[config.mk]
export PLATFORM = sky130hd
export DESIGN_NAME = ddc_channel_config_decode
export DESIGN_NICKNAME = d
export VERILOG_FILES = /design/src/hw/ddc_cfg_pkg.sv /design/src/hw/ddc_channel_config_decode.sv
export VERILOG_INCLUDE_DIRS = /design/src /design/src/hw
export SDC_FILE = /design/constraint.sdc
export NUM_CORES = 1
export LEC_CHECK = 0
export BUFFER_PORTS_ARGS = -buffer_cell sky130_fd_sc_hd__buf_2
export CORE_MARGIN = 8
export CORE_UTILIZATION = 51
export CTS_CLUSTER_DIAMETER = 30
export DETAILED_ROUTE_END_ITERATION = 12
export GPL_TIMING_DRIVEN = 0
export PLACE_DENSITY = 0.78
export SETUP_SLACK_MARGIN = 0.5
export SLEW_MARGIN = 20
export SYNTH_ARGS = -nofsm -noshare
export SYNTH_HDL_FRONTEND = slang
export SYNTH_SLANG_ARGS = --single-unit
[constraint.sdc]
create_clock -name clk_sys -period 5 [get_ports clk_sys]
set_clock_uncertainty 0.05 [all_clocks]
set_input_delay 0.5 -clock clk_sys [delete_from_list [all_inputs] [get_ports clk_sys]]
set_output_delay 0.5 -clock clk_sys [all_outputs]
set_load 0.02 [all_outputs]
[src/hw/ddc_cfg_defs.svh]
// register offsets, field positions, reset values and rate codes for the
// second downconverter channel configuration decode; included by bare name.
`ifndef DDC_CFG_DEFS_SVH
`define DDC_CFG_DEFS_SVH
`define ADDR_CONTROL      12'h0330
`define ADDR_INPUT_RATE   12'h0331
`define ADDR_STATUS       12'h0338
`define CTRL_RESET        8'h00
`define INSEL_RESET       8'h05
`define INSEL_RW_MASK     8'hF5
`define BIT_MIXER         7
`define BIT_GAIN          6
`define BIT_C2R           3
`define BIT_QSRC          2
`define BIT_ISRC          0
`define DEC_EXTENDED      3'h7
`define RATIO_ILLEGAL     6'h00
`endif

[src/hw/ddc_cfg_pkg.sv]
// types for the downconverter channel configuration decode
package ddc_cfg_pkg;
  typedef enum logic [1:0] {
    IF_VARIABLE = 2'h0,
    IF_ZERO     = 2'h1,
    IF_QUARTER  = 2'h2,
    IF_TEST     = 2'h3
  } if_mode_t;
  typedef struct packed {
    logic [13:0] sampI;
    logic [13:0] sampQ;
  } samp_pair_t;
  typedef struct packed {
    logic [15:0] outI;
    logic [15:0] outQ;
  } out_pair_t;
  typedef enum logic [1:0] {
    ST_IDLE = 2'b01,
    ST_RUN  = 2'b10
  } run_state_t;
endpackage : ddc_cfg_pkg

[src/hw/ddc_channel_config_decode.sv]
// configuration decode and output pacing for one downconverter channel
// assumes samples from both converter cores arrive together on inValid,
// and the register master follows the single-cycle strobe protocol.
//
// Our own choice: strobed register access.
`timescale 1ns/1ps
`include "ddc_cfg_defs.svh"
module ddc_channel_config_decode (
  // clock and reset
  input  wire logic                   clk_sys,
  input  wire logic                   rst_b,
  // register port
  input  wire logic [11:0]            regAddr,
  input  wire logic [7:0]             regWdata,
  input  wire logic                   regWr,
  input  wire logic                   regRd,
  output logic [7:0]                  regRdata,
  // converter samples
  input  wire logic                   inValid,
  input  wire ddc_cfg_pkg::samp_pair_t chanA,
  input  wire ddc_cfg_pkg::samp_pair_t chanB,
  // toward framer
  output ddc_cfg_pkg::out_pair_t      outData,
  output logic                        outValid,
  output logic                        outQValid,
  // decoded configuration
  output logic                        complexMixer,
  output ddc_cfg_pkg::if_mode_t       ifMode,
  output logic [6:0]                  filterChain,
  output logic [5:0]                  decimRatio,
  output logic                        rateIllegal
);
  logic [7:0] ctrl_ff;
  logic [7:0] insel_ff;
  logic [5:0] cnt_ff;
  ddc_cfg_pkg::run_state_t state_ff;
  ddc_cfg_pkg::out_pair_t  out_ff;
  logic       vld_ff;
  logic       qvld_ff;
  logic [7:0] rd_ff;

  wire selCtrl  = (regAddr == `ADDR_CONTROL);
  wire selInsel = (regAddr == `ADDR_INPUT_RATE);
  wire selStat  = (regAddr == `ADDR_STATUS);

  wire       c2r     = ctrl_ff[`BIT_C2R];
  wire [2:0] decCode = ctrl_ff[2:0];
  wire [3:0] extCode = insel_ff[7:4];
  wire       useExt  = (decCode == `DEC_EXTENDED);

  // chain bits: {tb1, fb2, tb2, hb4, hb3, hb2, hb1}; ratio is the complex count
  logic [6:0] priChain;
  logic [5:0] priRatio;
  always_comb begin
    case (decCode)
      3'h0:    begin priChain = 7'h03; priRatio = 6'd4;  end
      3'h1:    begin priChain = 7'h07; priRatio = 6'd8;  end
      3'h2:    begin priChain = 7'h0F; priRatio = 6'd16; end
      3'h3:    begin priChain = 7'h01; priRatio = 6'd2;  end
      3'h4:    begin priChain = 7'h11; priRatio = 6'd6;  end
      3'h5:    begin priChain = 7'h13; priRatio = 6'd12; end
      3'h6:    begin priChain = 7'h17; priRatio = 6'd24; end
      default: begin priChain = 7'h00; priRatio = 6'd0;  end
    endcase
  end

  logic [6:0] extChain;
  logic [5:0] extRatio;
  logic       extNoHalf;
  always_comb begin
    extNoHalf = 1'b0;
    case (extCode)
      4'h0:    begin extChain = 7'h1F; extRatio = 6'd48; end
      4'h2:    begin extChain = 7'h21; extRatio = 6'd10; end
      4'h3:    begin extChain = 7'h23; extRatio = 6'd20; end
      4'h4:    begin extChain = 7'h27; extRatio = 6'd40; end
      4'h7:    begin extChain = 7'h40; extRatio = 6'd3;  extNoHalf = 1'b1; end
      4'h8:    begin extChain = 7'h60; extRatio = 6'd15; extNoHalf = 1'b1; end
      4'h9:    begin extChain = 7'h62; extRatio = 6'd30; extNoHalf = 1'b1; end
      default: begin extChain = 7'h00; extRatio = 6'd0;  end
    endcase
  end

  // chains without hb1 cannot be halved; flag rather than guess a rate
  wire [5:0] fullRatio = useExt ? extRatio : priRatio;
  wire       badPair   = useExt & extNoHalf & c2r;
  wire       badCode   = (fullRatio == `RATIO_ILLEGAL);
  wire [5:0] effRatio  = c2r ? {1'b0, fullRatio[5:1]} : fullRatio;
  assign filterChain = useExt ? extChain : priChain;
  assign rateIllegal = badPair | badCode;
  assign decimRatio  = rateIllegal ? `RATIO_ILLEGAL : effRatio;
  assign complexMixer = ctrl_ff[`BIT_MIXER];
  assign ifMode      = ddc_cfg_pkg::if_mode_t'(ctrl_ff[5:4]);

  // source muxing; a real mixer takes both paths from the in-phase channel
  wire [13:0] srcI  = insel_ff[`BIT_ISRC] ? chanB.sampI : chanA.sampI;
  wire [13:0] srcQc = insel_ff[`BIT_QSRC] ? chanB.sampQ : chanA.sampQ;
  wire [13:0] srcQ  = complexMixer ? srcQc : srcI;
  wire [15:0] extI  = {{2{srcI[13]}}, srcI};
  wire [15:0] extQ  = {{2{srcQ[13]}}, srcQ};
  wire [15:0] gainI = ctrl_ff[`BIT_GAIN] ? {extI[14:0], 1'b0} : extI;
  wire [15:0] gainQ = ctrl_ff[`BIT_GAIN] ? {extQ[14:0], 1'b0} : extQ;

  wire cntWrap = (cnt_ff >= decimRatio - 6'd1);
  wire fire    = inValid & (state_ff == ddc_cfg_pkg::ST_RUN) & cntWrap;

  // any config write restarts the pacing so ratios never straddle settings
  wire cfgWrite = regWr & (selCtrl | selInsel);
  ddc_cfg_pkg::run_state_t nxt_state;
  always_comb begin
    case (state_ff)
      ddc_cfg_pkg::ST_IDLE: nxt_state = rateIllegal ? ddc_cfg_pkg::ST_IDLE : ddc_cfg_pkg::ST_RUN;
      ddc_cfg_pkg::ST_RUN:  nxt_state = (rateIllegal | cfgWrite) ? ddc_cfg_pkg::ST_IDLE
                                                                  : ddc_cfg_pkg::ST_RUN;
      default:              nxt_state = ddc_cfg_pkg::ST_IDLE;
    endcase
  end

  wire [5:0] nxt_cnt = (state_ff != ddc_cfg_pkg::ST_RUN) ? 6'd0 :
                       !inValid ? cnt_ff : (cntWrap ? 6'd0 : cnt_ff + 6'd1);

  wire [7:0] nxt_rd = selCtrl  ? ctrl_ff :
                      selInsel ? (insel_ff & `INSEL_RW_MASK) :
                      selStat  ? {1'b0, rateIllegal, decimRatio} : 8'h00;

  always_ff @(posedge clk_sys or negedge rst_b) begin
    if (!rst_b) begin
      ctrl_ff  <= `CTRL_RESET;
      insel_ff <= `INSEL_RESET;
    end else if (regWr) begin
      if (selCtrl)  ctrl_ff  <= regWdata;
      if (selInsel) insel_ff <= regWdata & `INSEL_RW_MASK;
    end
  end

  always_ff @(posedge clk_sys or negedge rst_b) begin
    if (!rst_b) begin
      state_ff <= ddc_cfg_pkg::ST_IDLE;
      cnt_ff   <= 6'd0;
      rd_ff    <= 8'h00;
    end else begin
      state_ff <= nxt_state;
      cnt_ff   <= nxt_cnt;
      rd_ff    <= regRd ? nxt_rd : 8'h00;
    end
  end

  always_ff @(posedge clk_sys or negedge rst_b) begin
    if (!rst_b) begin
      out_ff  <= '0;
      vld_ff  <= 1'b0;
      qvld_ff <= 1'b0;
    end else begin
      vld_ff  <= fire;
      qvld_ff <= fire & ~c2r;
      if (fire) begin
        out_ff.outI <= gainI;
        out_ff.outQ <= c2r ? 16'h0000 : gainQ;
      end
    end
  end

  assign outData   = out_ff;
  assign outValid  = vld_ff;
  assign outQValid = qvld_ff;
  assign regRdata  = rd_ff;

  // checks
  property p_qvalid_only_complex;
    @(posedge clk_sys) disable iff (!rst_b) outQValid |-> (outValid && !$past(c2r));
  endproperty
  a_qvalid_only_complex: assert property (p_qvalid_only_complex)
    else $error("q valid with real-only output");

  property p_c2r_halves;
    @(posedge clk_sys) disable iff (!rst_b) (c2r && !rateIllegal) |-> decimRatio == fullRatio/2;
  endproperty
  a_c2r_halves: assert property (p_c2r_halves)
    else $error("real-only ratio not half");

  property p_code0;
    @(posedge clk_sys) disable iff (!rst_b)
      (decCode == 3'h0) |-> decimRatio == (c2r ? 6'd2 : 6'd4);
  endproperty
  a_code0: assert property (p_code0)
    else $error("code 000 ratio wrong");

  property p_code6;
    @(posedge clk_sys) disable iff (!rst_b)
      (decCode == 3'h6) |-> decimRatio == (c2r ? 6'd12 : 6'd24);
  endproperty
  a_code6: assert property (p_code6)
    else $error("code 110 ratio wrong");

  property p_ext_ignored;
    @(posedge clk_sys) disable iff (!rst_b)
      (!useExt && $changed(extCode) && $stable(decCode) && $stable(c2r)) |-> $stable(decimRatio);
  endproperty
  a_ext_ignored: assert property (p_ext_ignored)
    else $error("extended field leaked");

  property p_ext0;
    @(posedge clk_sys) disable iff (!rst_b)
      (useExt && extCode == 4'h0) |-> decimRatio == (c2r ? 6'd24 : 6'd48);
  endproperty
  a_ext0: assert property (p_ext0)
    else $error("extended 0 ratio wrong");

  property p_odd_illegal;
    @(posedge clk_sys) disable iff (!rst_b)
      (useExt && c2r && (extCode == 4'h7 || extCode == 4'h8 || extCode == 4'h9)) |-> rateIllegal;
  endproperty
  a_odd_illegal: assert property (p_odd_illegal)
    else $error("unsupported odd rate not flagged");

  property p_ext9;
    @(posedge clk_sys) disable iff (!rst_b)
      (useExt && !c2r && extCode == 4'h9) |-> decimRatio == 6'd30 && filterChain == 7'h62;
  endproperty
  a_ext9: assert property (p_ext9)
    else $error("extended 9 decode wrong");

  property p_real_mixer_q;
    @(posedge clk_sys) disable iff (!rst_b) (fire && !complexMixer && !c2r) |=> outData.outQ == outData.outI;
  endproperty
  a_real_mixer_q: assert property (p_real_mixer_q)
    else $error("real mixer q differs");

  property p_pace;
    @(posedge clk_sys) disable iff (!rst_b) outValid |-> !$past(outValid) || $past(decimRatio) == 6'd1;
  endproperty
  a_pace: assert property (p_pace)
    else $error("valid too dense");

  property p_chain0;
    @(posedge clk_sys) disable iff (!rst_b)
      (decCode == 3'h0) |-> filterChain == 7'h03;
  endproperty
  a_chain0: assert property (p_chain0)
    else $error("code 000 chain wrong");

  property p_code1;
    @(posedge clk_sys) disable iff (!rst_b)
      (decCode == 3'h1) |-> decimRatio == (c2r ? 6'd4 : 6'd8) && filterChain == 7'h07;
  endproperty
  a_code1: assert property (p_code1)
    else $error("code 001 decode wrong");

  property p_code2;
    @(posedge clk_sys) disable iff (!rst_b)
      (decCode == 3'h2) |-> decimRatio == (c2r ? 6'd8 : 6'd16) && filterChain == 7'h0F;
  endproperty
  a_code2: assert property (p_code2)
    else $error("code 010 decode wrong");

  property p_code3;
    @(posedge clk_sys) disable iff (!rst_b)
      (decCode == 3'h3) |-> decimRatio == (c2r ? 6'd1 : 6'd2) && filterChain == 7'h01;
  endproperty
  a_code3: assert property (p_code3)
    else $error("code 011 decode wrong");

  property p_code4;
    @(posedge clk_sys) disable iff (!rst_b)
      (decCode == 3'h4) |-> decimRatio == (c2r ? 6'd3 : 6'd6) && filterChain == 7'h11;
  endproperty
  a_code4: assert property (p_code4)
    else $error("code 100 decode wrong");

  property p_code5;
    @(posedge clk_sys) disable iff (!rst_b)
      (decCode == 3'h5) |-> decimRatio == (c2r ? 6'd6 : 6'd12) && filterChain == 7'h13;
  endproperty
  a_code5: assert property (p_code5)
    else $error("code 101 decode wrong");

  property p_chain6;
    @(posedge clk_sys) disable iff (!rst_b)
      (decCode == 3'h6) |-> filterChain == 7'h17;
  endproperty
  a_chain6: assert property (p_chain6)
    else $error("code 110 chain wrong");

  property p_ext_unlisted;
    @(posedge clk_sys) disable iff (!rst_b)
      (useExt && extCode == 4'h1) |-> rateIllegal && decimRatio == 6'd0;
  endproperty
  a_ext_unlisted: assert property (p_ext_unlisted)
    else $error("unlisted extended code accepted");

  property p_primary_legal;
    @(posedge clk_sys) disable iff (!rst_b)
      (decCode != 3'h7) |-> !rateIllegal;
  endproperty
  a_primary_legal: assert property (p_primary_legal)
    else $error("primary code flagged illegal");

  property p_chain_ext0;
    @(posedge clk_sys) disable iff (!rst_b)
      (useExt && extCode == 4'h0) |-> filterChain == 7'h1F;
  endproperty
  a_chain_ext0: assert property (p_chain_ext0)
    else $error("extended 0 chain wrong");

  property p_ext2;
    @(posedge clk_sys) disable iff (!rst_b)
      (useExt && extCode == 4'h2) |-> decimRatio == (c2r ? 6'd5 : 6'd10) && filterChain == 7'h21;
  endproperty
  a_ext2: assert property (p_ext2)
    else $error("extended 2 decode wrong");

  property p_ext3;
    @(posedge clk_sys) disable iff (!rst_b)
      (useExt && extCode == 4'h3) |-> decimRatio == (c2r ? 6'd10 : 6'd20) && filterChain == 7'h23;
  endproperty
  a_ext3: assert property (p_ext3)
    else $error("extended 3 decode wrong");

  property p_ext4;
    @(posedge clk_sys) disable iff (!rst_b)
      (useExt && extCode == 4'h4) |-> decimRatio == (c2r ? 6'd20 : 6'd40) && filterChain == 7'h27;
  endproperty
  a_ext4: assert property (p_ext4)
    else $error("extended 4 decode wrong");

  property p_ext7;
    @(posedge clk_sys) disable iff (!rst_b)
      (useExt && !c2r && extCode == 4'h7) |-> decimRatio == 6'd3 && filterChain == 7'h40;
  endproperty
  a_ext7: assert property (p_ext7)
    else $error("extended 7 decode wrong");

  property p_ext8;
    @(posedge clk_sys) disable iff (!rst_b)
      (useExt && !c2r && extCode == 4'h8) |-> decimRatio == 6'd15 && filterChain == 7'h60;
  endproperty
  a_ext8: assert property (p_ext8)
    else $error("extended 8 decode wrong");

  property p_ext9_real;
    @(posedge clk_sys) disable iff (!rst_b)
      (useExt && c2r && extCode == 4'h9) |-> rateIllegal && decimRatio == 6'd0;
  endproperty
  a_ext9_real: assert property (p_ext9_real)
    else $error("extended 9 real-only not refused");

  property p_gain_double;
    @(posedge clk_sys) disable iff (!rst_b)
      (fire && ctrl_ff[`BIT_GAIN]) |=> outData.outI == {$past(srcI[13]), $past(srcI), 1'b0};
  endproperty
  a_gain_double: assert property (p_gain_double)
    else $error("doubled sample wrong");

  property p_gain_unity;
    @(posedge clk_sys) disable iff (!rst_b)
      (fire && !ctrl_ff[`BIT_GAIN]) |=> outData.outI == {{2{$past(srcI[13])}}, $past(srcI)};
  endproperty
  a_gain_unity: assert property (p_gain_unity)
    else $error("unity sample wrong");

  property p_qsrc_a;
    @(posedge clk_sys) disable iff (!rst_b)
      (fire && complexMixer && !c2r && !ctrl_ff[`BIT_GAIN] && !insel_ff[`BIT_QSRC])
        |=> outData.outQ == {{2{$past(chanA.sampQ[13])}}, $past(chanA.sampQ)};
  endproperty
  a_qsrc_a: assert property (p_qsrc_a)
    else $error("q source a not routed");

  property p_isrc_b;
    @(posedge clk_sys) disable iff (!rst_b)
      (fire && !ctrl_ff[`BIT_GAIN] && insel_ff[`BIT_ISRC])
        |=> outData.outI == {{2{$past(chanB.sampI[13])}}, $past(chanB.sampI)};
  endproperty
  a_isrc_b: assert property (p_isrc_b)
    else $error("i source b not routed");

  property p_real_only_q;
    @(posedge clk_sys) disable iff (!rst_b)
      (fire && c2r) |=> outData.outQ == 16'h0000 && !outQValid && outValid;
  endproperty
  a_real_only_q: assert property (p_real_only_q)
    else $error("real-only q not quiet");

  property p_hold;
    @(posedge clk_sys) disable iff (!rst_b) !fire |=> $stable(outData) && !outValid;
  endproperty
  a_hold: assert property (p_hold)
    else $error("output moved without strobe");

  c_fire_complex: cover property (@(posedge clk_sys) disable iff (!rst_b) fire && !c2r);
  c_fire_real:    cover property (@(posedge clk_sys) disable iff (!rst_b) fire && c2r);
  c_ext_used:     cover property (@(posedge clk_sys) disable iff (!rst_b) useExt && outValid);
  c_illegal:      cover property (@(posedge clk_sys) disable iff (!rst_b) rateIllegal);
  c_gain_out:     cover property (@(posedge clk_sys) disable iff (!rst_b) fire && ctrl_ff[`BIT_GAIN]);
endmodule : ddc_channel_config_decode

==> impl_metrics.env, run 1 <==
export IMPL_path_class="reg -> reg"
export IMPL_gpl_final_weighted_congestion=0.915
export IMPL_netlist_area_sq_um=4070
export IMPL_globalRouteTotalUtil_pct=21.5
export IMPL_leakage_power_figure_uw=0.00260
export IMPL_gr_total_overflow=0
export IMPL_clk_pin_slew_ns=0.07
export IMPL_ctsHoldBuffers=0
export IMPL_nNetsFinal=657
export IMPL_tightest_hold_check_type="in -> async"
export IMPL_drtPass1Iterations=5
export IMPL_fin_worst_hold_slack_ns=0.188
export IMPL_clock_fmax_mhz=237
export IMPL_finalCriticalPeriod_ns=4.22
export IMPL_num_antenna_cells=0
export IMPL_cts_buffers=9
export IMPL_row_count=32
export IMPL_postCtsSetupBuffers=0
export IMPL_cts_tree="built"
export IMPL_cts_path_max_buffers=2
export IMPL_layout_worst_path_cycle_share_pct=84.4
export IMPL_antenna_found_initial=0
export IMPL_synth_warnings=0
export IMPL_floorplan_core_area_sq_um=7730
export IMPL_vdd_ir_drop_worst_mv=0.255
export IMPL_route_vias_total=3753
export IMPL_final_max_slew_viol_count=0
export IMPL_pre_cts_ws_ns=0.465
export IMPL_port_buffers=139
export IMPL_synth_enable_flop_cells=0
export IMPL_postRouteAntennaNets=0
export IMPL_drt_wl_total_mm=12.0
export IMPL_ys_seq_area_share_pct=38.2
export IMPL_avgSynthCellArea_sq_um=9.78
export IMPL_io_pins=140
export IMPL_run_status="finished, final reports clean"
export IMPL_routed_via_density=5.58
export IMPL_synthCells=416
export IMPL_number_of_global_route_vias_before_repair=3950
export IMPL_rsz_0062_raised_after_global_routing="false"
export IMPL_clock_sinks=62
export IMPL_detailed_place_hpwl_mm=9.50
export IMPL_first_pass_grt_wire_length_mm=19.4
export IMPL_syn2layout_area_growth_pct=25.9
export IMPL_timing_setup_tns_ns=0
export IMPL_finalHoldViolCount=0
export IMPL_tightest_slew_ns=0.858
export IMPL_synth_fp_nets=507
export IMPL_postSynth_asyncResetShare_pct=100
export IMPL_critical_path_max_fanout=10
export IMPL_synthDistinctLibCells=54
export IMPL_worst_ep_required_time_ns=5.17
export IMPL_remaining_drc_errors=0
export IMPL_floorplan_die_area_sq_um=11100
export IMPL_layout_cell_area_non_filler_sq_um=5130
export IMPL_cap_viol_max_count=0
export IMPL_initial_drc_count=132
export IMPL_relSlewSlack_pct=42.8
export IMPL_grt_max_degree=63
export IMPL_worstSetupEndpointType="flip-flop"
export IMPL_worstSkewPairLatency_ns=0.34
export IMPL_die_w_um=105
export IMPL_setup_viol_count_final=0
export IMPL_most_common_flop_cell_mapped_by_yosys="sky130_fd_sc_hd__dfrtp_1"
export IMPL_powerDensity_nw_per_um2=320
export IMPL_dpl_cell_area_sq_um=4900
export IMPL_post_drt_wl_per_cell_um=17.8
export IMPL_drive_gt1_share_pct=37.2
export IMPL_floorplan_die_height_um=105
export IMPL_cts_htree_levels=3
export IMPL_initial_utilization_pct=52.7
export IMPL_critPathLaunchType="flip-flop"
export IMPL_synth_ff_latch_count=62
export IMPL_postLayoutSetupSlackWorst_ns=0.778
export IMPL_totalPowerFinal_uw=1640
export IMPL_clockRootBuffer="sky130_fd_sc_hd__clkbuf_8"
export IMPL_crit_arrival_ns=4.39
worst max-delay path, stage by stage (launching register included):
cell and delay [ns]:
sky130_fd_sc_hd__dfrtp_1 0.40, sky130_fd_sc_hd__clkbuf_1 0.22, sky130_fd_sc_hd__or4b_1 0.55, sky130_fd_sc_hd__a211oi_1 0.27
sky130_fd_sc_hd__a31oi_1 0.12, sky130_fd_sc_hd__nor2_2 0.21, sky130_fd_sc_hd__inv_1 0.10, sky130_fd_sc_hd__ha_1 0.24
sky130_fd_sc_hd__inv_1 0.06, sky130_fd_sc_hd__o31ai_1 0.07, sky130_fd_sc_hd__o31ai_1 0.12, sky130_fd_sc_hd__ha_1 0.30
sky130_fd_sc_hd__a21o_1 0.15, sky130_fd_sc_hd__a21o_1 0.19, sky130_fd_sc_hd__a21o_1 0.17, sky130_fd_sc_hd__nand3_1 0.20
sky130_fd_sc_hd__buf_2 0.31, sky130_fd_sc_hd__mux2_1 0.36
per-stage QoR:
| stage | std cells | utilization, % |
|---|---|---|
| 2_1_floorplan | 416 | - |
| 3_3_place_gp | 657 | 63.3 |
| 3_5_place_dp | 657 | 63.4 |
| 4_1_cts | 672 | 66.2 |
| 5_1_grt | 672 | 66.3 |
| 6_report | 672 | 66.3 |
cell usage after synthesis, drive strengths merged (2+ instances only):
cell     number  area (sq um)
buf           9          51.3
or3           2          12.5
a22o          2          17.5
or4b          3          30.0
clkbuf       22          82.6
a2111oi       2          17.5
or3b          2          17.5
nand3b        2          15.0
nor2b         7          43.8
nand3         9          45.0
a21oi        25           125
ha           10           125
nand2b        7          43.8
mux2         67           754
a32oi         2          17.5
inv          15          56.3
and3          6          37.5
a221oi        2          23.8
nor3          6          30.0
dfrtp        59          1480
nand2        19          71.3
nor2         46           173
a21o          7          52.6
o31ai         2          15.0
nand4         4          25.0
and2          3          18.8
dfstp         3          78.8
a31oi         5          31.3
a211oi        8          65.1
mux2i        33           330
o21ai        10          50.0
logic make-up (layout without fill, tap and decap cells):
kind of cell	Yosys count	in the layout	share of synthesized area (%)
adder cells (fa/ha/maj)	10	10	3.07
buffers and inverters	46	200	4.67
XOR/XNOR	2	2	0.430
AO/OA/AOI/OAI	74	74	12.0
AND/OR/NAND/NOR	122	122	14.9
flip-flops	62	62	38.2
multiplexers	100	100	26.7
power breakdown:
| group | internal, uW | total [uW] | switching, uW | leakage, uW |
|---|---|---|---|---|
| combinational | 207 | 499 | 291 | 0.00168 |
| sequential | 613 | 673 | 60.2 | 0.000815 |
| clock | 268 | 470 | 202 | 0.000104 |
| total | 1090 | 1640 | 553 | 0.00260 |
state kept, by name, indices dropped and copies added, names as in the netlist:
name,cells
cnt_ff,6
ctrl_ff,8
insel_ff,6
outData,30
outQValid,1
outValid,1
regRdata,8
state_ff,2
cell usage in the layout (no fill, tap or decap), types with 9 or more instances in the layout:
master	instances
sky130_fd_sc_hd__mux2_1	27
sky130_fd_sc_hd__dfrtp_1	59
sky130_fd_sc_hd__mux2i_1	33
sky130_fd_sc_hd__clkbuf_8	12
sky130_fd_sc_hd__clkbuf_1	20
sky130_fd_sc_hd__a21oi_1	25
sky130_fd_sc_hd__mux2_2	40
sky130_fd_sc_hd__ha_1	10
sky130_fd_sc_hd__inv_1	15
sky130_fd_sc_hd__nand3_1	9
sky130_fd_sc_hd__nand2_1	19
sky130_fd_sc_hd__nor2_1	45
sky130_fd_sc_hd__buf_2	142
final cells by class:
cell class	instances	area, sq um
Buffer	31	141
Clock buffer	12	165
Clock inverter	3	42.5
Fill cell	633	2600
Inverter	15	56.3
Multi-Input combinational cell	308	2340
Sequential cell	62	1560
Tap cell	102	128
Timing Repair Buffer	139	698
what timing repair did:
item	4_1_cts	5_1_grt
endpoints found under the setup margin	28	35
hold endpoints to repair	0	0
pin swaps	0	0
gates resized for setup	3	8
routing by layer:
layer  up-vias  part of all wire [%]  track usage (%)
met1      1767                    41             24.8
li1       1791                     -                -
met4         0                   2.0             7.75
met5         -                     0                0
met2       175                    49             36.2
met3        20                   8.5             7.13
path summary, 6_finish.rpt:
kind,end,slack [ns],depth (start not counted),startpoint
max,outData[28],0.78,17,insel_ff[6]
min,outData[3],0.19,1,rst_b
max reg2reg,outData[28],0.78,17,insel_ff[6]
min reg2reg,outData[3],0.44,1,outData[3]
max in group asynchronous,outData[21],4.19,1,rst_b
min in group clk_sys,ctrl_ff[3],0.32,2,regWdata[3]
(Power assumes the default switching activity.)
==> run 2, diff against run 1 <==
==> constraint.sdc (replaced) <==
create_clock -name clk_sys -period 3.9 [get_ports clk_sys]
set_clock_uncertainty 0.05 [all_clocks]
set_input_delay 0.39 -clock clk_sys [delete_from_list [all_inputs] [get_ports clk_sys]]
set_output_delay 0.39 -clock clk_sys [all_outputs]
set_load 0.02 [all_outputs]
==> run 2 against run 1 <==
  * Setup slack lost 0.77 ns
  * Combinational power grew 54%
  * Design area grew 15%
  * Maximum frequency grew 8.6%
  * Die area is the same
  * Critical path type unchanged
  * Global-route usage grew 3.1 points
  * Register-to-register slack lost 0.77 ns
  * Critical endpoint is now outData[25]
  * Power grew 36%
  * Sequential cell count is the same
  * Count of clock-buffer cells in the layout shrank 3
  * Largest cell class unchanged
  * Core utilization grew 9.7 points
==> impl_metrics.env, run 2 (synthesized netlist as in run 1, its figures left out) <==
export IMPL_number_of_global_route_vias_before_repair=4408
export IMPL_worstSetupEndpointType="flip-flop"
export IMPL_finalNonFillerCells=718
export IMPL_route_vias_total=4112
export IMPL_drtPass1Iterations=5
export IMPL_final_max_slew_viol_count=0
export IMPL_rsz_0062_raised_after_global_routing="true"
export IMPL_post_drt_wl_per_cell_um=19.1
export IMPL_clock_fmax_mhz=257
export IMPL_routed_via_density=5.73
export IMPL_leakage_power_figure_uw=0.00303
export IMPL_flip_flop_count_of_the_largest_register_all_copies_and_words_added=30
export IMPL_die_w_um=105
export IMPL_postRouteAntennaNets=0
export IMPL_critPathLaunchType="flip-flop"
export IMPL_floorplan_core_area_sq_um=7730
export IMPL_remaining_drc_errors=0
export IMPL_globalRouteTotalUtil_pct=24.5
export IMPL_gpl_final_weighted_congestion=0.911
export IMPL_powerDensity_nw_per_um2=380
export IMPL_num_antenna_cells=0
export IMPL_totalPowerFinal_uw=2230
export IMPL_setup_viol_count_final=0
export IMPL_finalCriticalPeriod_ns=3.89
export IMPL_relSlewSlack_pct=47.1
export IMPL_worstSkewPairLatency_ns=0.35
export IMPL_clock_sinks=62
export IMPL_post_place_cells=657
export IMPL_drive_gt1_share_pct=48.9
export IMPL_initial_drc_count=215
export IMPL_cap_viol_max_count=0
export IMPL_io_pins=140
export IMPL_first_pass_grt_wire_length_mm=22.1
export IMPL_vdd_ir_drop_worst_mv=0.323
export IMPL_timing_setup_tns_ns=0
export IMPL_row_count=32
export IMPL_clk_pin_slew_ns=0.08
export IMPL_ctsHoldBuffers=0
export IMPL_path_class="reg -> reg"
export IMPL_cts_htree_levels=3
export IMPL_gr_total_overflow=0
export IMPL_antenna_found_initial=0
export IMPL_port_buffers=139
export IMPL_final_cell_mix="sky130_fd_sc_hd__buf_2 (138), sky130_fd_sc_hd__dfrtp_1 (59), sky130_fd_sc_hd__nor2_1 (44)"
export IMPL_grt_max_degree=63
export IMPL_layout_worst_path_cycle_share_pct=99.7
export IMPL_clockRootBuffer="sky130_fd_sc_hd__clkbuf_8"
export IMPL_worst_ep_required_time_ns=4.08
export IMPL_detailed_place_hpwl_mm=9.51
export IMPL_tightest_slew_ns=0.789
export IMPL_floorplan_die_height_um=105
export IMPL_critical_path_max_fanout=5
export IMPL_finalHoldViolCount=0
export IMPL_drt_wl_total_mm=13.7
export IMPL_syn2layout_area_growth_pct=44.4
export IMPL_crit_arrival_ns=4.07
export IMPL_initial_utilization_pct=52.7
export IMPL_cts_path_max_buffers=2
export IMPL_cts_buffers=9
export IMPL_final_common_cell="sky130_fd_sc_hd__buf_2"
export IMPL_tightest_hold_check_type="in -> async"
export IMPL_nNetsFinal=702
export IMPL_floorplan_die_area_sq_um=11100
export IMPL_run_status="finished, final reports clean"
export IMPL_cts_tree="built"
## run 2: cell types whose count changed in the layout (fill, tap and decap cells not counted), moves of 3 or more
cell                         delta
sky130_fd_sc_hd__buf_4         +35
sky130_fd_sc_hd__clkbuf_2       +3
sky130_fd_sc_hd__mux2_2        -11
sky130_fd_sc_hd__or4b_4         +3
sky130_fd_sc_hd__mux2_4        +30
sky130_fd_sc_hd__or4b_1         -3
sky130_fd_sc_hd__clkinvlp_4     +3
sky130_fd_sc_hd__buf_2          -4
sky130_fd_sc_hd__buf_12         +4
sky130_fd_sc_hd__mux2_1        -19
sky130_fd_sc_hd__clkbuf_1       -6
sky130_fd_sc_hd__buf_6          +6
## run 2: critical path: stages, from the launching register on
cell                       delay [ns]
sky130_fd_sc_hd__dfrtp_1         0.43
sky130_fd_sc_hd__buf_6           0.14
sky130_fd_sc_hd__or4b_4          0.51
sky130_fd_sc_hd__nand4_1         0.14
sky130_fd_sc_hd__a32oi_2         0.07
sky130_fd_sc_hd__a222oi_1        0.45
sky130_fd_sc_hd__buf_4           0.23
sky130_fd_sc_hd__o31ai_2         0.07
sky130_fd_sc_hd__o31ai_1         0.11
sky130_fd_sc_hd__ha_1            0.28
sky130_fd_sc_hd__a21o_1          0.16
sky130_fd_sc_hd__a21o_1          0.16
sky130_fd_sc_hd__a21o_1          0.19
sky130_fd_sc_hd__nand3_4         0.11
sky130_fd_sc_hd__buf_8           0.15
sky130_fd_sc_hd__buf_12          0.11
sky130_fd_sc_hd__buf_12          0.11
sky130_fd_sc_hd__mux2_4          0.29
## run 2: metal layers
metal  share of wire (%)  global-route usage [%]  up-vias
met5                   0                       0        -
li1                    -                       -     1882
met3                 8.1                    7.06       32
met2                  49                    41.1      219
met1                  40                    28.8     1979
met4                 2.7                    10.1        0
## run 2: worst paths after layout
check	startpoint	endpoint	slack [ns]	depth (start not counted)
hold / removal	rst_b	regRdata[6]	0.06	1
min in group clk_sys	regWdata[1]	ctrl_ff[1]	0.21	2
setup reg to reg	insel_ff[7]	outData[25]	0.01	17
max in group asynchronous	rst_b	ctrl_ff[4]	3.21	1
hold reg to reg	outData[9]	outData[9]	0.46	1
setup / recovery	insel_ff[7]	outData[25]	0.01	17
## run 2: area by class of cell
type | count | area, sq um
fill | 506 | 1850
clock buffer | 9 | 124
inverter | 15 | 56.3
sequential | 62 | 1560
multi-input combinational | 308 | 2570
tap | 102 | 128
buffer | 31 | 235
timing repair buffer | 184 | 1130
clock inverter | 7 | 73.8
## run 2: where the power goes
part,internal [uW],total (uW),switching [uW]
sequential,786,879,93.0
clock,296,586,290
combinational,372,767,395
## run 2: timing repair
| action | in CTS | in global routing |
|---|---|---|
| pin swaps | 19 | 7 |
| setup endpoints to repair | 38 | 38 |
| cloned | 2 | 0 |
| resized for setup | 63 | 10 |
| buffers inserted | 39 | 4 |
## run 2: through the flow
stage / worst slack (ns) / util, % / hold slack, ns / area (sq um)
after floorplan: 0.0684 / - / 0.0444 / 4170
after global placement: -0.128 / 64.6 / 0.421 / 4990
after detailed placement: -0.175 / 64.6 / 0.432 / 4990
after CTS: 0.177 / 75.1 / 0.0947 / 5800
after global routing: -0.130 / 76.1 / 0.131 / 5880
final: 0.0126 / 76.1 / 0.0632 / 5880
==> run 3, diff against run 2 <==
--- a/config.mk
+++ b/config.mk
@@ -6,6 +6,7 @@
 export SDC_FILE = /design/constraint.sdc
 export NUM_CORES = 1
 export LEC_CHECK = 0
+export ABC_AREA = 1
 export BUFFER_PORTS_ARGS = -buffer_cell sky130_fd_sc_hd__buf_2
 export CORE_MARGIN = 8
 export CORE_UTILIZATION = 51
==> run 3 against run 2 <==
  * Routed wire length fell by 5.7%
  * Sequential cell count did not move
  * Via count rose by 7.4%
  * Hold slack improved by 0.012 ns
  * Global-route usage fell by 1.3 points
  * Largest cell class unchanged
  * Largest power group unchanged
  * Synthesized area fell by 1.7%
  * Sequential share of layout area rose by 2.9 points
  * Clock power rose by 9.2%
  * Core utilization fell by 6.4 points
  * Critical path type unchanged
  * Sequential power fell by 9.9%
  * First-iteration DRC count rose by 6.5%
==> impl_metrics.env, run 3 <==
export IMPL_cts_path_max_buffers=2
export IMPL_nNetsFinal=825
export IMPL_worstSetupEndpointType="flip-flop"
export IMPL_ys_seq_area_share_pct=38.9
export IMPL_path_class="reg -> reg"
export IMPL_clock_sinks=62
export IMPL_fillers=645
export IMPL_flip_flop_count_of_the_largest_register_all_copies_and_words_added=30
export IMPL_remaining_drc_errors=0
export IMPL_io_pins=140
export IMPL_floorplan_die_height_um=105
export IMPL_tightest_hold_check_type="in -> async"
export IMPL_vdd_ir_drop_worst_mv=0.165
export IMPL_critPathLaunchType="flip-flop"
export IMPL_port_buffers=139
export IMPL_multiInputGateArea_sq_um=2200
export IMPL_tightest_slew_ns=0.788
export IMPL_synthCells=572
export IMPL_area_contributors_post_synth="sky130_fd_sc_hd__dfrtp_1 (37%), sky130_fd_sc_hd__nand2_1 (15%), sky130_fd_sc_hd__o21ai_0 (8.0%)"
export IMPL_detailed_place_hpwl_mm=9.89
export IMPL_globalRouteTotalUtil_pct=23.2
export IMPL_syn2layout_area_growth_pct=33.2
export IMPL_run_status="finished, final reports clean"
export IMPL_timing_setup_tns_ns=0
export IMPL_finalCriticalPeriod_ns=3.32
export IMPL_worstSkewPairLatency_ns=0.34
export IMPL_avgSynthCellArea_sq_um=6.99
export IMPL_post_drt_wl_per_cell_um=15.4
export IMPL_final_common_cell="sky130_fd_sc_hd__nand2_1"
export IMPL_synthMostInstantiatedCell="sky130_fd_sc_hd__nand2_1"
export IMPL_initial_drc_count=229
export IMPL_floorplan_die_area_sq_um=10900
export IMPL_first_pass_grt_wire_length_mm=20.7
export IMPL_rsz_0062_raised_after_global_routing="false"
export IMPL_critical_path_max_fanout=7
export IMPL_most_common_flop_cell_mapped_by_yosys="sky130_fd_sc_hd__dfrtp_1"
export IMPL_crit_arrival_ns=3.49
export IMPL_routed_via_density=5.25
export IMPL_clockRootBuffer="sky130_fd_sc_hd__clkbuf_8"
export IMPL_netlist_area_sq_um=4000
export IMPL_route_vias_total=4415
export IMPL_synth_fp_nets=663
export IMPL_totalPowerFinal_uw=1950
export IMPL_relSlewSlack_pct=47.0
export IMPL_drt_wl_total_mm=13.0
export IMPL_row_count=32
export IMPL_powerDensity_nw_per_um2=366
export IMPL_layout_area_seq_sq_um=1560
export IMPL_clk_pin_slew_ns=0.07
export IMPL_layout_worst_path_cycle_share_pct=85.1
export IMPL_number_of_global_route_vias_before_repair=4339
export IMPL_critPathTopFamily="simple AND/OR/NAND/NOR gates"
export IMPL_synth_ff_latch_count=62
export IMPL_regToRegSetupSlack_ns=0.58
export IMPL_finalHoldViolCount=0
export IMPL_pre_cts_ws_ns=0.241
export IMPL_die_w_um=105
export IMPL_num_antenna_cells=0
export IMPL_gr_total_overflow=0
export IMPL_worst_ep_required_time_ns=4.07
export IMPL_final_cell_mix="sky130_fd_sc_hd__nand2_1 (161), sky130_fd_sc_hd__buf_2 (141), sky130_fd_sc_hd__o21ai_0 (64)"
export IMPL_floorplan_core_area_sq_um=7650
export IMPL_final_max_slew_viol_count=0
export IMPL_gpl_final_weighted_congestion=0.911
export IMPL_cap_viol_max_count=0
export IMPL_grt_max_degree=63
export IMPL_postSynth_asyncResetShare_pct=100
export IMPL_cts_htree_levels=3
export IMPL_postRouteAntennaNets=0
export IMPL_clock_fmax_mhz=301
export IMPL_cp_cell_sequence="nor2_4, nand3_4, nand3_2, nand2_4, a21oi_4, nand3_4, ha_4, ha_1, inv_1, nor2_1, or2_2, a31oi_1, nand2_1, nand2_4, nor2_4, buf_6, o21ai_0, nand2_1"
export IMPL_cts_buffers=9
export IMPL_drive_gt1_share_pct=32.5
export IMPL_synthDistinctLibCells=43
export IMPL_cts_tree="built"
export IMPL_leakage_power_figure_uw=0.00289
export IMPL_synth_warnings=0
export IMPL_setup_viol_count_final=0
export IMPL_critPathBufInv=2
export IMPL_synth_top_cells_by_count="sky130_fd_sc_hd__nand2_1 (165), sky130_fd_sc_hd__o21ai_0 (64), sky130_fd_sc_hd__inv_1 (62)"
export IMPL_initial_utilization_pct=52.3
export IMPL_post_synth_top_area_fraction_pct=36.9
export IMPL_drtPass1Iterations=5
export IMPL_cpMaxStageDelayCell="sky130_fd_sc_hd__dfrtp_2"
export IMPL_postLayoutSetupSlackWorst_ns=0.581
export IMPL_finalNonFillerCells=841
export IMPL_post_place_cells=813
export IMPL_max_stage_delay_ns=0.48
export IMPL_synth_enable_flop_cells=0
export IMPL_antenna_found_initial=0
export IMPL_synth_area_leader_cell="sky130_fd_sc_hd__dfrtp_1"
export IMPL_ctsHoldBuffers=0
## run 3: changes by cell type after synthesis, sizes merged, moves of 10 or more
cell | previous run | this run
inv | 15 | 69
nand2 | 19 | 170
mux2i | 33 | 0
nand3 | 9 | 42
o21ai | 10 | 67
a31oi | 5 | 15
nor2 | 46 | 65
mux2 | 67 | 2
## run 3: final timing paths
check                             from          end  cells after the start
setup / recovery           insel_ff[7]   outData[6]                     18
hold / removal                   rst_b  outData[25]                      1
setup reg to reg           insel_ff[7]   outData[6]                     18
hold reg to reg            outData[10]  outData[10]                      2
max in group asynchronous        rst_b  insel_ff[6]                      1
min in group clk_sys       regWdata[1]   ctrl_ff[1]                      2
## run 3: kinds of logic after synthesis
logic type,Yosys count,synth area share (%)
AOI/OAI and AO/OA,109,15.2
xor gates and xnor gates,5,1.09
adders and majority gates,10,3.13
buffers and inverters,98,9.79
DFF,62,38.9
muxes,2,0.563
and+or+nand+nor,286,31.4
## run 3: final cells by class
class                   count  area share [%]
flip-flops and latches     62            29.3
plain buffers              26            2.84
repair buffers            151            14.9
clock buffers              10            2.58
well taps                 102            2.39
multi-input cells         412            41.2
clock inverters             6            1.60
inverters                  72            5.16
## run 3: through the flow
| step | hold slack [ns] | instance area, sq um | util, % |
|---|---|---|---|
| after floorplan | 0.0444 | 4000 | - |
| after global placement | 0.411 | 4820 | 63.1 |
| after detailed placement | 0.414 | 4830 | 63.1 |
| after CTS | 0.108 | 5070 | 66.3 |
| after global routing | 0.140 | 5330 | 69.7 |
| final | 0.0754 | 5330 | 69.7 |
## run 3: what timing repair did
item                       CTS  global route
cloned                       0             1
setup buffers                0            11
pin swaps                    0            16
setup endpoints to repair   26            37
gates resized for setup     12            45
## run 3: power breakdown
part	leakage [uW]	internal (uW)	total, uW	switching [uW]
combinational	0.00198	202	517	315
clock	0.000108	375	640	265
sequential	0.000797	739	792	52.5
## run 3: routing by layer
layer	track usage, %	up-vias	share of wire [%]
met1	26.3	2027	41
li1	-	2158	-
met4	8.58	0	2.3
met2	39.8	208	48
met5	0	-	0
met3	7.37	22	9.0
